===== config.mk =====
export PLATFORM = sky130hd
export DESIGN_NAME = mvic_top
export DESIGN_NICKNAME = d
export VERILOG_FILES = /design/src/pkg/mvic_pkg.sv /design/src/rtl/mvic_arb.sv /design/src/rtl/mvic_top.sv
export SDC_FILE = /design/constraint.sdc
export NUM_CORES = 1
export LEC_CHECK = 0
export ABC_AREA = 1
export BUFFER_PORTS_ARGS = -buffer_cell sky130_fd_sc_hd__clkbuf_2
export CAP_MARGIN = 20
export CELL_PAD_IN_SITES_DETAIL_PLACEMENT = 0
export CELL_PAD_IN_SITES_GLOBAL_PLACEMENT = 2
export CORE_MARGIN = 4
export CORE_UTILIZATION = 31
export CTS_CLUSTER_DIAMETER = 80
export DETAILED_ROUTE_END_ITERATION = 12
export PLACE_DENSITY_LB_ADDON = 0.05
export SYNTH_ARGS = -nofsm -noshare
export SYNTH_HDL_FRONTEND = slang
export SYNTH_SLANG_ARGS = --single-unit

===== constraint.sdc =====
create_clock -name i_ref_clk -period 17 [get_ports i_ref_clk]
set_input_delay 0 -clock i_ref_clk [delete_from_list [all_inputs] [get_ports i_ref_clk]]
set_output_delay 0 -clock i_ref_clk [all_outputs]
set_load 0.03 [all_outputs]

===== src/pkg/mvic_pkg.sv =====
/*
 Shared constants and types for the vectored nested interrupt controller:
 source and vector counts, vector addresses, source-to-vector masks,
 level encoding and the packed carriers between the controller and its
 neighbours. Assumes a single system clock domain.
*/
package mvic_pkg;

   localparam int SRC_N      = 24;
   localparam int VEC_N      = 10;
   localparam int EXT_N      = 6;
   localparam int VEC_ADDR_W = 20;
   localparam int VEC_IDX_W  = 4;
   localparam int LVL_N      = 3;

   typedef enum logic [1:0] {
      MVIC_LVL_NONE,
      MVIC_LVL_LOW,
      MVIC_LVL_HIGH,
      MVIC_LVL_HIGHEST
   } mvic_level_type;

   // Vector addresses, index 0 is the smallest address
   localparam logic [VEC_N-1:0][VEC_ADDR_W-1:0] VEC_ADDR = {
      20'h0004b, 20'h00043, 20'h0003b, 20'h00033, 20'h0002b,
      20'h00023, 20'h0001b, 20'h00013, 20'h0000b, 20'h00003
   };

   // Source flag bit positions
   localparam int SRC_EXT0   = 0;
   localparam int SRC_EXT1   = 1;
   localparam int SRC_EXT2   = 2;
   localparam int SRC_T0L    = 3;
   localparam int SRC_EXT4   = 4;
   localparam int SRC_REMOTE = 5;
   localparam int SRC_EXT3   = 6;
   localparam int SRC_EXT5   = 7;
   localparam int SRC_BT_A   = 8;
   localparam int SRC_BT_B   = 9;
   localparam int SRC_T0H    = 10;
   localparam int SRC_T1L    = 11;
   localparam int SRC_T1H    = 12;
   localparam int SRC_SYNC_SERIAL_ZERO_EVENT   = 13;
   localparam int SRC_ARX    = 14;
   localparam int SRC_SERIAL_ONE_EVENT   = 15;
   localparam int SRC_ATX    = 16;
   localparam int SRC_ADC    = 17;
   localparam int SRC_T6     = 18;
   localparam int SRC_T7     = 19;
   localparam int SRC_PORT0  = 20;
   localparam int SRC_T4     = 21;
   localparam int SRC_T5     = 22;
   localparam int SRC_PWM    = 23;

   // Which source flags belong to each vector
   localparam logic [VEC_N-1:0][SRC_N-1:0] VEC_MASK = {
      24'hf00000, 24'h0e0000, 24'h018000, 24'h006000, 24'h001800,
      24'h000400, 24'h0003c0, 24'h00003c, 24'h000002, 24'h000001
   };

   // Vectors whose upper level is highest rather than high
   localparam logic [VEC_N-1:0] VEC_TOP_X = 10'h003;

   localparam logic [SRC_N-1:0] FLAGS_RST = 24'h000000;

   typedef struct packed {
      logic zero;
      logic one;
      logic two;
      logic three;
      logic four;
      logic five;
   } mvic_ext_type;

   typedef struct packed {
      logic timer_zero_low_event;
      logic timer_zero_high_event;
      logic timer_one_low_event;
      logic timer_one_high_event;
      logic remote_receive_event;
      logic base_timer_event_a;
      logic base_timer_event_b;
      logic sync_serial_zero_event;
      logic async_serial_event_rx;
      logic serial_one_event;
      logic async_serial_event_tx;
      logic adc_event;
      logic timer_four_event;
      logic timer_five_event;
      logic timer_six_event;
      logic timer_seven_event;
      logic port_zero_event;
      logic pulse_width_chan_a_event;
      logic pulse_width_chan_b_event;
   } mvic_events_type;

   typedef struct packed {
      logic                  req;
      mvic_level_type        level;
      logic [VEC_ADDR_W-1:0] vec_addr;
   } mvic_core_req_type;

   function automatic mvic_level_type vec_level(input int v,
                                                input logic upper);
      if (!upper) begin
         return MVIC_LVL_LOW;
      end
      return VEC_TOP_X[v] ? MVIC_LVL_HIGHEST : MVIC_LVL_HIGH;
   endfunction

   function automatic mvic_level_type top_level(input logic [2:0] svc);
      if (svc[2]) begin
         return MVIC_LVL_HIGHEST;
      end
      if (svc[1]) begin
         return MVIC_LVL_HIGH;
      end
      if (svc[0]) begin
         return MVIC_LVL_LOW;
      end
      return MVIC_LVL_NONE;
   endfunction

endpackage


===== src/rtl/mvic_arb.sv =====
/*
 Combinational arbiter: picks the best pending vector by level, then by
 smallest vector address, and offers it only above the level in service.
 Assumes flags and settings come from registers on the same clock.
*/
`timescale 1ns/1ps
module mvic_arb (
   input  wire logic [mvic_pkg::SRC_N-1:0]     i_flags,
   input  wire logic [mvic_pkg::VEC_N-1:0]     i_level_sel,
   input  wire mvic_pkg::mvic_level_type       i_cur_level,
   output logic                                o_valid,
   output logic [mvic_pkg::VEC_IDX_W-1:0]      o_vec_idx,
   output mvic_pkg::mvic_level_type            o_level
);
   import mvic_pkg::*;

   always_comb begin
      mvic_level_type best;
      mvic_level_type lv;
      logic [VEC_IDX_W-1:0] idx;
      best = MVIC_LVL_NONE;
      lv   = MVIC_LVL_NONE;
      idx  = '0;
      // Walk down so an equal level at a smaller address overrides
      for (int v = VEC_N - 1; v >= 0; v--) begin
         lv = vec_level(v, i_level_sel[v]);
         if (|(i_flags & VEC_MASK[v]) && lv >= best) begin
            best = lv;
            idx  = VEC_IDX_W'(v);
         end
      end
      o_valid   = (best != MVIC_LVL_NONE) && (best > i_cur_level);
      o_vec_idx = idx;
      o_level   = best;
   end

endmodule


===== src/rtl/mvic_top.sv =====
/*
 Vectored three-level nested interrupt controller. Gathers the peripheral
 events and the external pins into sticky source flags, picks one vector
 and hands it to the core, keeps the stack of levels in service and the
 listing of flags behind the last taken vector.
 Assumes peripheral events, flag clears and core strobes are on the same
 clock; external pins are asynchronous and are synchronised here.
*/
// Notes on behaviour
// - 24 sources grouped onto 10 vectors
// - Levels low, high, highest, strictly ordered
// - Only strictly higher level may nest
// - Simultaneous vectors: highest level served first
// - Equal level: smallest vector address wins
// - Pins zero, one: own vectors, highest/low
// - Vector 13H shares four sources, high/low
// - Vector 1BH shares four sources, high/low
// - Timer vectors 23H, 2BH, 43H, high/low
// - Vector 33H: sync serial, async receive
// - Vector 3BH: serial one, async transmit
// - Vector 4BH: port, timers, pulse width
// - Readable listing of flags behind branch
// - Pins zero, one wake hold only level-mode
`timescale 1ns/1ps
module mvic_top (
   input  wire logic                           i_ref_clk,
   input  wire logic                           i_resetn,
   input  wire mvic_pkg::mvic_ext_type         i_ext_pins,
   input  wire logic [1:0]                     i_ext_level_mode,
   input  wire mvic_pkg::mvic_events_type      i_events,
   input  wire logic [mvic_pkg::VEC_N-1:0]     i_level_sel,
   input  wire logic [mvic_pkg::SRC_N-1:0]     i_flag_clr,
   input  wire logic                           i_irq_ack,
   input  wire logic                           i_irq_return,
   input  wire logic                           i_hold_mode,
   output mvic_pkg::mvic_core_req_type         o_core,
   output logic [mvic_pkg::SRC_N-1:0]          o_source_flag_listing,
   output logic [mvic_pkg::SRC_N-1:0]          o_flags,
   output logic [mvic_pkg::LVL_N-1:0]          o_in_service,
   output logic                                o_hold_wake
);
   import mvic_pkg::*;

   typedef struct packed {
      logic [EXT_N-1:0]     sync1;
      logic [EXT_N-1:0]     sync2;
      logic [EXT_N-1:0]     prev;
      logic [SRC_N-1:0]     flags;
      logic [LVL_N-1:0]     svc;
      mvic_core_req_type    core;
      logic [VEC_IDX_W-1:0] vec_idx;
      logic [SRC_N-1:0]     listing;
      logic                 wake;
   } mvic_state_type;

   localparam mvic_state_type STATE_RST = '{
      sync1:   '0,
      sync2:   '0,
      prev:    '0,
      flags:   FLAGS_RST,
      svc:     '0,
      core:    '{req: 1'b0, level: MVIC_LVL_NONE, vec_addr: '0},
      vec_idx: '0,
      listing: '0,
      wake:    1'b0
   };

   mvic_state_type state_q;
   mvic_state_type state_d;

   logic                 arb_valid;
   logic [VEC_IDX_W-1:0] arb_idx;
   mvic_level_type       arb_level;

   mvic_arb u_arb (
      .i_flags     (state_q.flags),
      .i_level_sel (i_level_sel),
      .i_cur_level (top_level(state_q.svc)),
      .o_valid     (arb_valid),
      .o_vec_idx   (arb_idx),
      .o_level     (arb_level)
   );

   always_comb begin
      logic [EXT_N-1:0] pin;
      logic [EXT_N-1:0] rise;
      logic [SRC_N-1:0] set;
      logic [LVL_N-1:0] svc;
      mvic_level_type   cur;
      pin     = '0;
      rise    = '0;
      set     = '0;
      svc     = '0;
      cur     = MVIC_LVL_NONE;
      state_d = state_q;

      // Pins cross into the clock domain through two flops
      state_d.sync1 = i_ext_pins;
      state_d.sync2 = state_q.sync1;
      state_d.prev  = state_q.sync2;
      pin  = state_q.sync2;
      rise = state_q.sync2 & ~state_q.prev;

      // Pins zero and one may be level or edge detected; others are edge
      set[SRC_EXT0]   = i_ext_level_mode[0] ? pin[5] : rise[5];
      set[SRC_EXT1]   = i_ext_level_mode[1] ? pin[4] : rise[4];
      set[SRC_EXT2]   = rise[3];
      set[SRC_T0L]    = i_events.timer_zero_low_event;
      set[SRC_EXT4]   = rise[1];
      set[SRC_REMOTE] = i_events.remote_receive_event;
      set[SRC_EXT3]   = rise[2];
      set[SRC_EXT5]   = rise[0];
      set[SRC_BT_A]   = i_events.base_timer_event_a;
      set[SRC_BT_B]   = i_events.base_timer_event_b;
      set[SRC_T0H]    = i_events.timer_zero_high_event;
      set[SRC_T1L]    = i_events.timer_one_low_event;
      set[SRC_T1H]    = i_events.timer_one_high_event;
      set[SRC_SYNC_SERIAL_ZERO_EVENT]   = i_events.sync_serial_zero_event;
      set[SRC_ARX]    = i_events.async_serial_event_rx;
      set[SRC_SERIAL_ONE_EVENT]   = i_events.serial_one_event;
      set[SRC_ATX]    = i_events.async_serial_event_tx;
      set[SRC_ADC]    = i_events.adc_event;
      set[SRC_T6]     = i_events.timer_six_event;
      set[SRC_T7]     = i_events.timer_seven_event;
      set[SRC_PORT0]  = i_events.port_zero_event;
      set[SRC_T4]     = i_events.timer_four_event;
      set[SRC_T5]     = i_events.timer_five_event;
      // Both pulse-width channels share one flag to keep 24 sources
      set[SRC_PWM]    = i_events.pulse_width_chan_a_event
                      | i_events.pulse_width_chan_b_event;

      // A new event beats a clear arriving in the same cycle
      state_d.flags = (state_q.flags & ~i_flag_clr) | set;

      // Level stack: one bit per level, nesting only upward
      svc = state_q.svc;
      cur = top_level(state_q.svc);
      if (i_irq_ack && state_q.core.req) begin
         unique case (state_q.core.level)
            MVIC_LVL_LOW:     svc[0] = 1'b1;
            MVIC_LVL_HIGH:    svc[1] = 1'b1;
            MVIC_LVL_HIGHEST: svc[2] = 1'b1;
            MVIC_LVL_NONE:    svc    = state_q.svc;
         endcase
         // Snapshot of the flags behind the vector just taken
         state_d.listing = state_q.flags
                         & VEC_MASK[state_q.vec_idx];
      end else if (i_irq_return) begin
         unique case (cur)
            MVIC_LVL_HIGHEST: svc[2] = 1'b0;
            MVIC_LVL_HIGH:    svc[1] = 1'b0;
            MVIC_LVL_LOW:     svc[0] = 1'b0;
            MVIC_LVL_NONE:    svc    = state_q.svc;
         endcase
      end
      state_d.svc = svc;

      // Drop the offer for a cycle around ack/return so the core never
      // sees a request judged against a stale level in service
      state_d.core.req      = arb_valid && !i_irq_ack && !i_irq_return;
      state_d.core.level    = arb_level;
      state_d.core.vec_addr = VEC_ADDR[arb_idx];
      state_d.vec_idx       = arb_idx;

      // Pins zero and one only wake from hold when level detected
      state_d.wake = i_hold_mode
                   & ((i_ext_level_mode[0] & pin[5])
                    | (i_ext_level_mode[1] & pin[4])
                    | state_q.flags[SRC_EXT2]
                    | state_q.flags[SRC_EXT4]
                    | state_q.flags[SRC_EXT5]
                    | state_q.flags[SRC_PORT0]);
   end

   always_ff @(posedge i_ref_clk or negedge i_resetn) begin
      if (!i_resetn) begin
         state_q <= STATE_RST;
      end else begin
         state_q <= state_d;
      end
   end

   assign o_core                = state_q.core;
   assign o_source_flag_listing = state_q.listing;
   assign o_flags               = state_q.flags;
   assign o_in_service          = state_q.svc;
   assign o_hold_wake           = state_q.wake;

endmodule


Word level (Yosys, flattened, before mapping)

Memories as Yosys holds them, arrays and structs flattened. A register that Yosys moved wholly into a read port is not among the register bits.
Cells that the tools add are included.

Magnitude comparators: 12
Equal/unequal tests: 9
Muxes and demuxes: 53
Bitwise logic cells: 15
Reduce and logical (&&, ||, !) cells: 32

Operators by type and width:

| cell                                                                 | count |
|---|---|
| 2-bit 2-to-1 mux                                                     | 26 |
| 24-bit bitwise AND                                                   | 2 |
| 4-bit 2-to-1 mux                                                     | 10 |
| 24-bit 2-to-1 mux                                                    | 1 |
| 24-bit NOT                                                           | 1 |
| 24-bit OR                                                            | 1 |
| 2-bit greater-or-equal comparator                                    | 9 |
| 1-bit logical AND                                                    | 14 |
| 1-bit 2-to-1 mux                                                     | 14 |
| 4-bit OR reduction                                                   | 3 |
| 2-bit nonzero test                                                   | 5 |
| 3-bit AND reduction                                                  | 3 |
| 2-bit == test, second input constant                                 | 4 |
| 6-bit bitwise AND                                                    | 1 |
| 3-bit 2-to-1 mux                                                     | 2 |
| 2-bit by 1-bit != test with 1-bit output, second input constant      | 3 |
| 6-bit NOT                                                            | 1 |
| 1-bit OR                                                             | 6 |
| 2-bit OR reduction                                                   | 3 |
| 4-bit by 5-bit < comparator with 1-bit output, second input constant | 1 |
| 2-bit by 1-bit == test with 1-bit output, second input constant      | 2 |
| 1-bit bitwise AND                                                    | 3 |
| 1-bit zero test                                                      | 3 |
| 3-bit OR reduction                                                   | 1 |
| 2 further kinds                                                      | 2 |

Register bits after elaboration: 77
ROM bits: 704
Input port bits: 66
Output and inout bits: 75
Word-level logic and storage cells: 135
Memories: 2

Memory list:

| memory           | depth | bits a word | rd ports | clocked after memory_dff | wr ports | line            | text |
|---|---|---|---|---|---|---|---|
| (name not given) | 16    | 24          | 1        | 0                        | 0        | mvic_top.sv:147 | `& VEC_MASK[state_q.vec_idx];` |
| (name not given) | 16    | 20          | 1        | 1                        | 0        | mvic_top.sv:162 | `state_d.core.vec_addr = VEC_ADDR[arb_idx];` |

Longest topological paths before layout

Depth in word-level cells: 35
Mapped depth: 73
Mapped depth without buffers: 73

Modules after synthesis

A second synthesis with hierarchy kept.

Cell total of the unflattened synthesis: 488
Area total of the unflattened synthesis: 4287.9 µm²

Modules (own cells, without submodules):

| module   | times used | cells each | area each (µm²) | sequential area each (µm²) |
|---|---|---|---|---|
| mvic_top | 1          | 330        | 3389.5          | 2001.9 |
| mvic_arb | 1          | 158        | 898.4           | 0.0 |

Worst setup path after synthesis

Ideal clock, no wire load.

Kind: flip-flop to flip-flop
Start: register state_q, in the netlist o_flags[20]
End: register state_q, in the netlist o_core[22]
Library setup time: 0.064 ns
Arrival time: 7.076 ns
Required time: 16.936 ns
Slack: 9.860 ns
Stages on the path, launching flop included: 67
Buffers on the path: 0
Period minus slack after synthesis: 7.140 ns
Cells stage by stage: dfrtp_1 > nor2_2 > nand3_2 > nand2_1 > inv_1 > ha_1 > nand2_1 > nand3_2 > nand2_4 > nand2_1 > nand2_1 > inv_1 > ha_1 > inv_1 > nand3b_1 > o21ai_1 > inv_1 > nand2_1 > [31 not listed] > o41ai_2 > o21bai_1 > nand2_1 > nand2_2 > inv_1 > ha_1 > nor2_1 > inv_1 > or2_2 > nand3_4 > nand2_2 > nand2_2 > nand2_1 > inv_1 > ha_1 > a2111oi_0 > nand2_1 > inv_1

RTL lines:

| element                | line            | text |
|---|---|---|
| start, declared        | mvic_top.sv:68  | `mvic_state_type state_q;` |
| start signal, assigned | mvic_top.sv:179 | `state_q <= state_d;` |

==> metrics <==
Total Neg Setup Slack=0 ns; status=completed; pwr/cell area=roughly 100 nW/um^2; Leakage=2.91 nW; WP data arrival=between 8 and 9 ns; Crit Path Class=reg -> reg; core area=13200 sq um; Initial Util=0.315; Worst Hold Class=in -> reg; CTS Sinks=80; clk_skew=0.00511 ns; CP required=~17 ns; Layout area overhead=28.9%; total routed wirelength=9.87 mm; vias=3221; post-DP HPWL=approximately 7.5 mm; Post-Place Cell Area=4520 sq um; Clock Latency Late Sink=around 0.34 ns; Final Cell Area=about 5400 sq um; Routed wire per std cell=12.7 um; fillers=1410; CP dominant cell by count=nand2_1; ys flop type=dfrtp_1; total CTS buffers=9; vias in the first global route=roughly 3200; worst slew pin tran=0.691 ns; CP max stage delay=0.60 ns; DIE AREA=15400 sq um; Detailed Route Iter0 Violations=153; layout cells sized above 1=0.295; first-pass GRT wire length=15.9 mm; H-tree depth=3; # IOs=141; f_max=119 MHz; total chip power=0.548 mW; crit path max-delay cell type=dlygate4sd3_1; period utilisation layout=0.496; # setup viols final=0; Post-synth EDFFs=0; delay-heaviest family, CP=simple AND/OR/NAND/NOR gates; FFs w/ async S/R, synth=1.00; hold_ws=0.0416 ns; nets@finish=671; Tmin final=between 8 and 9 ns; Post-Syn Instances=465; CTS max path bufs=2; Die Wd=124 um; Yosys Warn Count=0; number of vias per cell=4.15; clock slew at reported path FFs=about 0.060 ns; dpl cells=between 700 and 800; Slew headroom=0.539; most frequent cells in the layout=clkbuf_2 (125), nand2_1 (85), dfrtp_1 (80); critical path fanouts, max=6; Total GRT Usage=0.136; RSZ-0062 raised after global routing=false; post_cts resized=0; largest net degree at the start of global routing=55; Worst IR Drop VDD=roughly 38 uV; Finished Layout Cells=776; placer's final routability congestion estimate=about 0.75; Max-cap violations=0; cell row count=42; CP Launch Type=register; remaining global-route overflow=0; initial antenna violation count=0; CTS tree=built; TritonRoute pass-1 iters=4; Yosys reg bits=80; Detail Route Antenna Nets=0; root buffer cell=clkbuf_16; Synth Area per Inst=8.98 sq um; Post-Syn Area=about 4200 sq um; register area share after synthesis=0.479; diode count=0; Die Y=124 um; Worst setup EP type=register; Bufs and invs on worst path=18; drc violations=0; Hold Fails Final Rpt=0; leading cell type in the layout, fill and taps excluded=clkbuf_2; # port buffers=126; synth unique cells=37; Slew Viols, Final=0
## synth_stat cells, types with 2 or more instances
| master | n | area, sq um |
|---|---|---|
| nand2_1 | 85 | 319 |
| dfrtp_1 | 80 | 2000 |
| inv_1 | 69 | 259 |
| nor2_2 | 4 | 25.0 |
| o31ai_1 | 4 | 30.0 |
| ha_1 | 10 | 125 |
| a21oi_1 | 9 | 45.0 |
| nand3_2 | 9 | 90.1 |
| clkbuf_1 | 4 | 15.0 |
| nand2_4 | 2 | 22.5 |
| o22ai_1 | 5 | 31.3 |
| nor2_1 | 22 | 82.6 |
| o21ai_0 | 12 | 60.1 |
| a32o_1 | 2 | 20.0 |
| nand2_2 | 6 | 37.5 |
| inv_2 | 5 | 18.8 |
| conb_1 | 2 | 7.51 |
| buf_4 | 74 | 556 |
| nand3_1 | 24 | 120 |
| o221ai_1 | 2 | 17.5 |
| o21bai_1 | 19 | 143 |
## timing repair
item / CTS / global route
hold endpoints to repair: 60 / 0
buffers inserted: 0 / 0
setup endpoints to repair: 0 / 0
hold buffers: 56 / 0
## state kept, by name, indices dropped and copies added (netlist names)
| name | count |
|---|---|
| o_in_service | 3 |
| o_source_flag_listing | 24 |
| o_hold_wake | 1 |
| state_d | 12 |
| o_flags | 24 |
| state_q | 9 |
| o_core | 7 |
## path summary, 6_finish.rpt
path,startpoint,end,slack (ns),cells past startpoint
worst min-delay path,i_level_sel[1],state_q[25],0.04,5
worst min register to register,state_d[90],state_d[84],0.34,0
min in group asynchronous,i_resetn,o_flags[19],0.11,2
max in group asynchronous,i_resetn,o_source_flag_listing[9],15.86,3
worst max register to register,o_flags[20],o_core[22],8.56,68
worst max-delay path,o_flags[20],o_core[22],8.56,68
## layout make-up
class                           instances  area (sq um)  share of cell area
Tap cell                              176           220              0.0409
Multi-Input combinational cell        245          1370               0.255
Clock inverter                          5          56.3              0.0105
Timing Repair Buffer                  184          1210               0.224
Inverter                               75           283              0.0525
Clock buffer                           11           243              0.0451
Sequential cell                        80          2000               0.372
## report_power, final
part	internal (mW)	switching, mW	total, mW
Combinational	0.0467	0.0866	0.133
Sequential	0.207	0.0114	0.218
Clock	0.118	0.0790	0.196
## tightest hold or removal path: stages
cell and delay [ns]:
clkbuf_2 0.08, nand2_1 0.06, nand2_1 0.10, o21bai_1 0.07, inv_1 0.04
## through the flow
step                utilization  setup WS [ns]
floorplan                     -           9.86
global placement          0.342           9.12
detailed placement        0.342           8.98
CTS                       0.407           8.45
global route              0.407           7.44
finish                    0.407           8.56
## per-layer routing
metal  GRT usage  share of wire  vias to the layer above
met4      0.0554          0.017                        0
met3      0.0381          0.067                       12
met1       0.181           0.46                     1482
met5           0              0                        -
met2       0.210           0.45                       85
li1            -              -                     1642
## cells by family (layout without fill, tap and decap cells)
family                     Yosys count  count (layout)  share of synthesized area
AOI/OAI and AO/OA                   62              62                      0.104
adders and majority gates           10              10                     0.0299
buffers and inverters              153             275                      0.204
DFF                                 80              80                      0.479
other                                2              15                    0.00180
and+or+nand+nor                    158             158                      0.181
(Power assumes the default switching activity.)
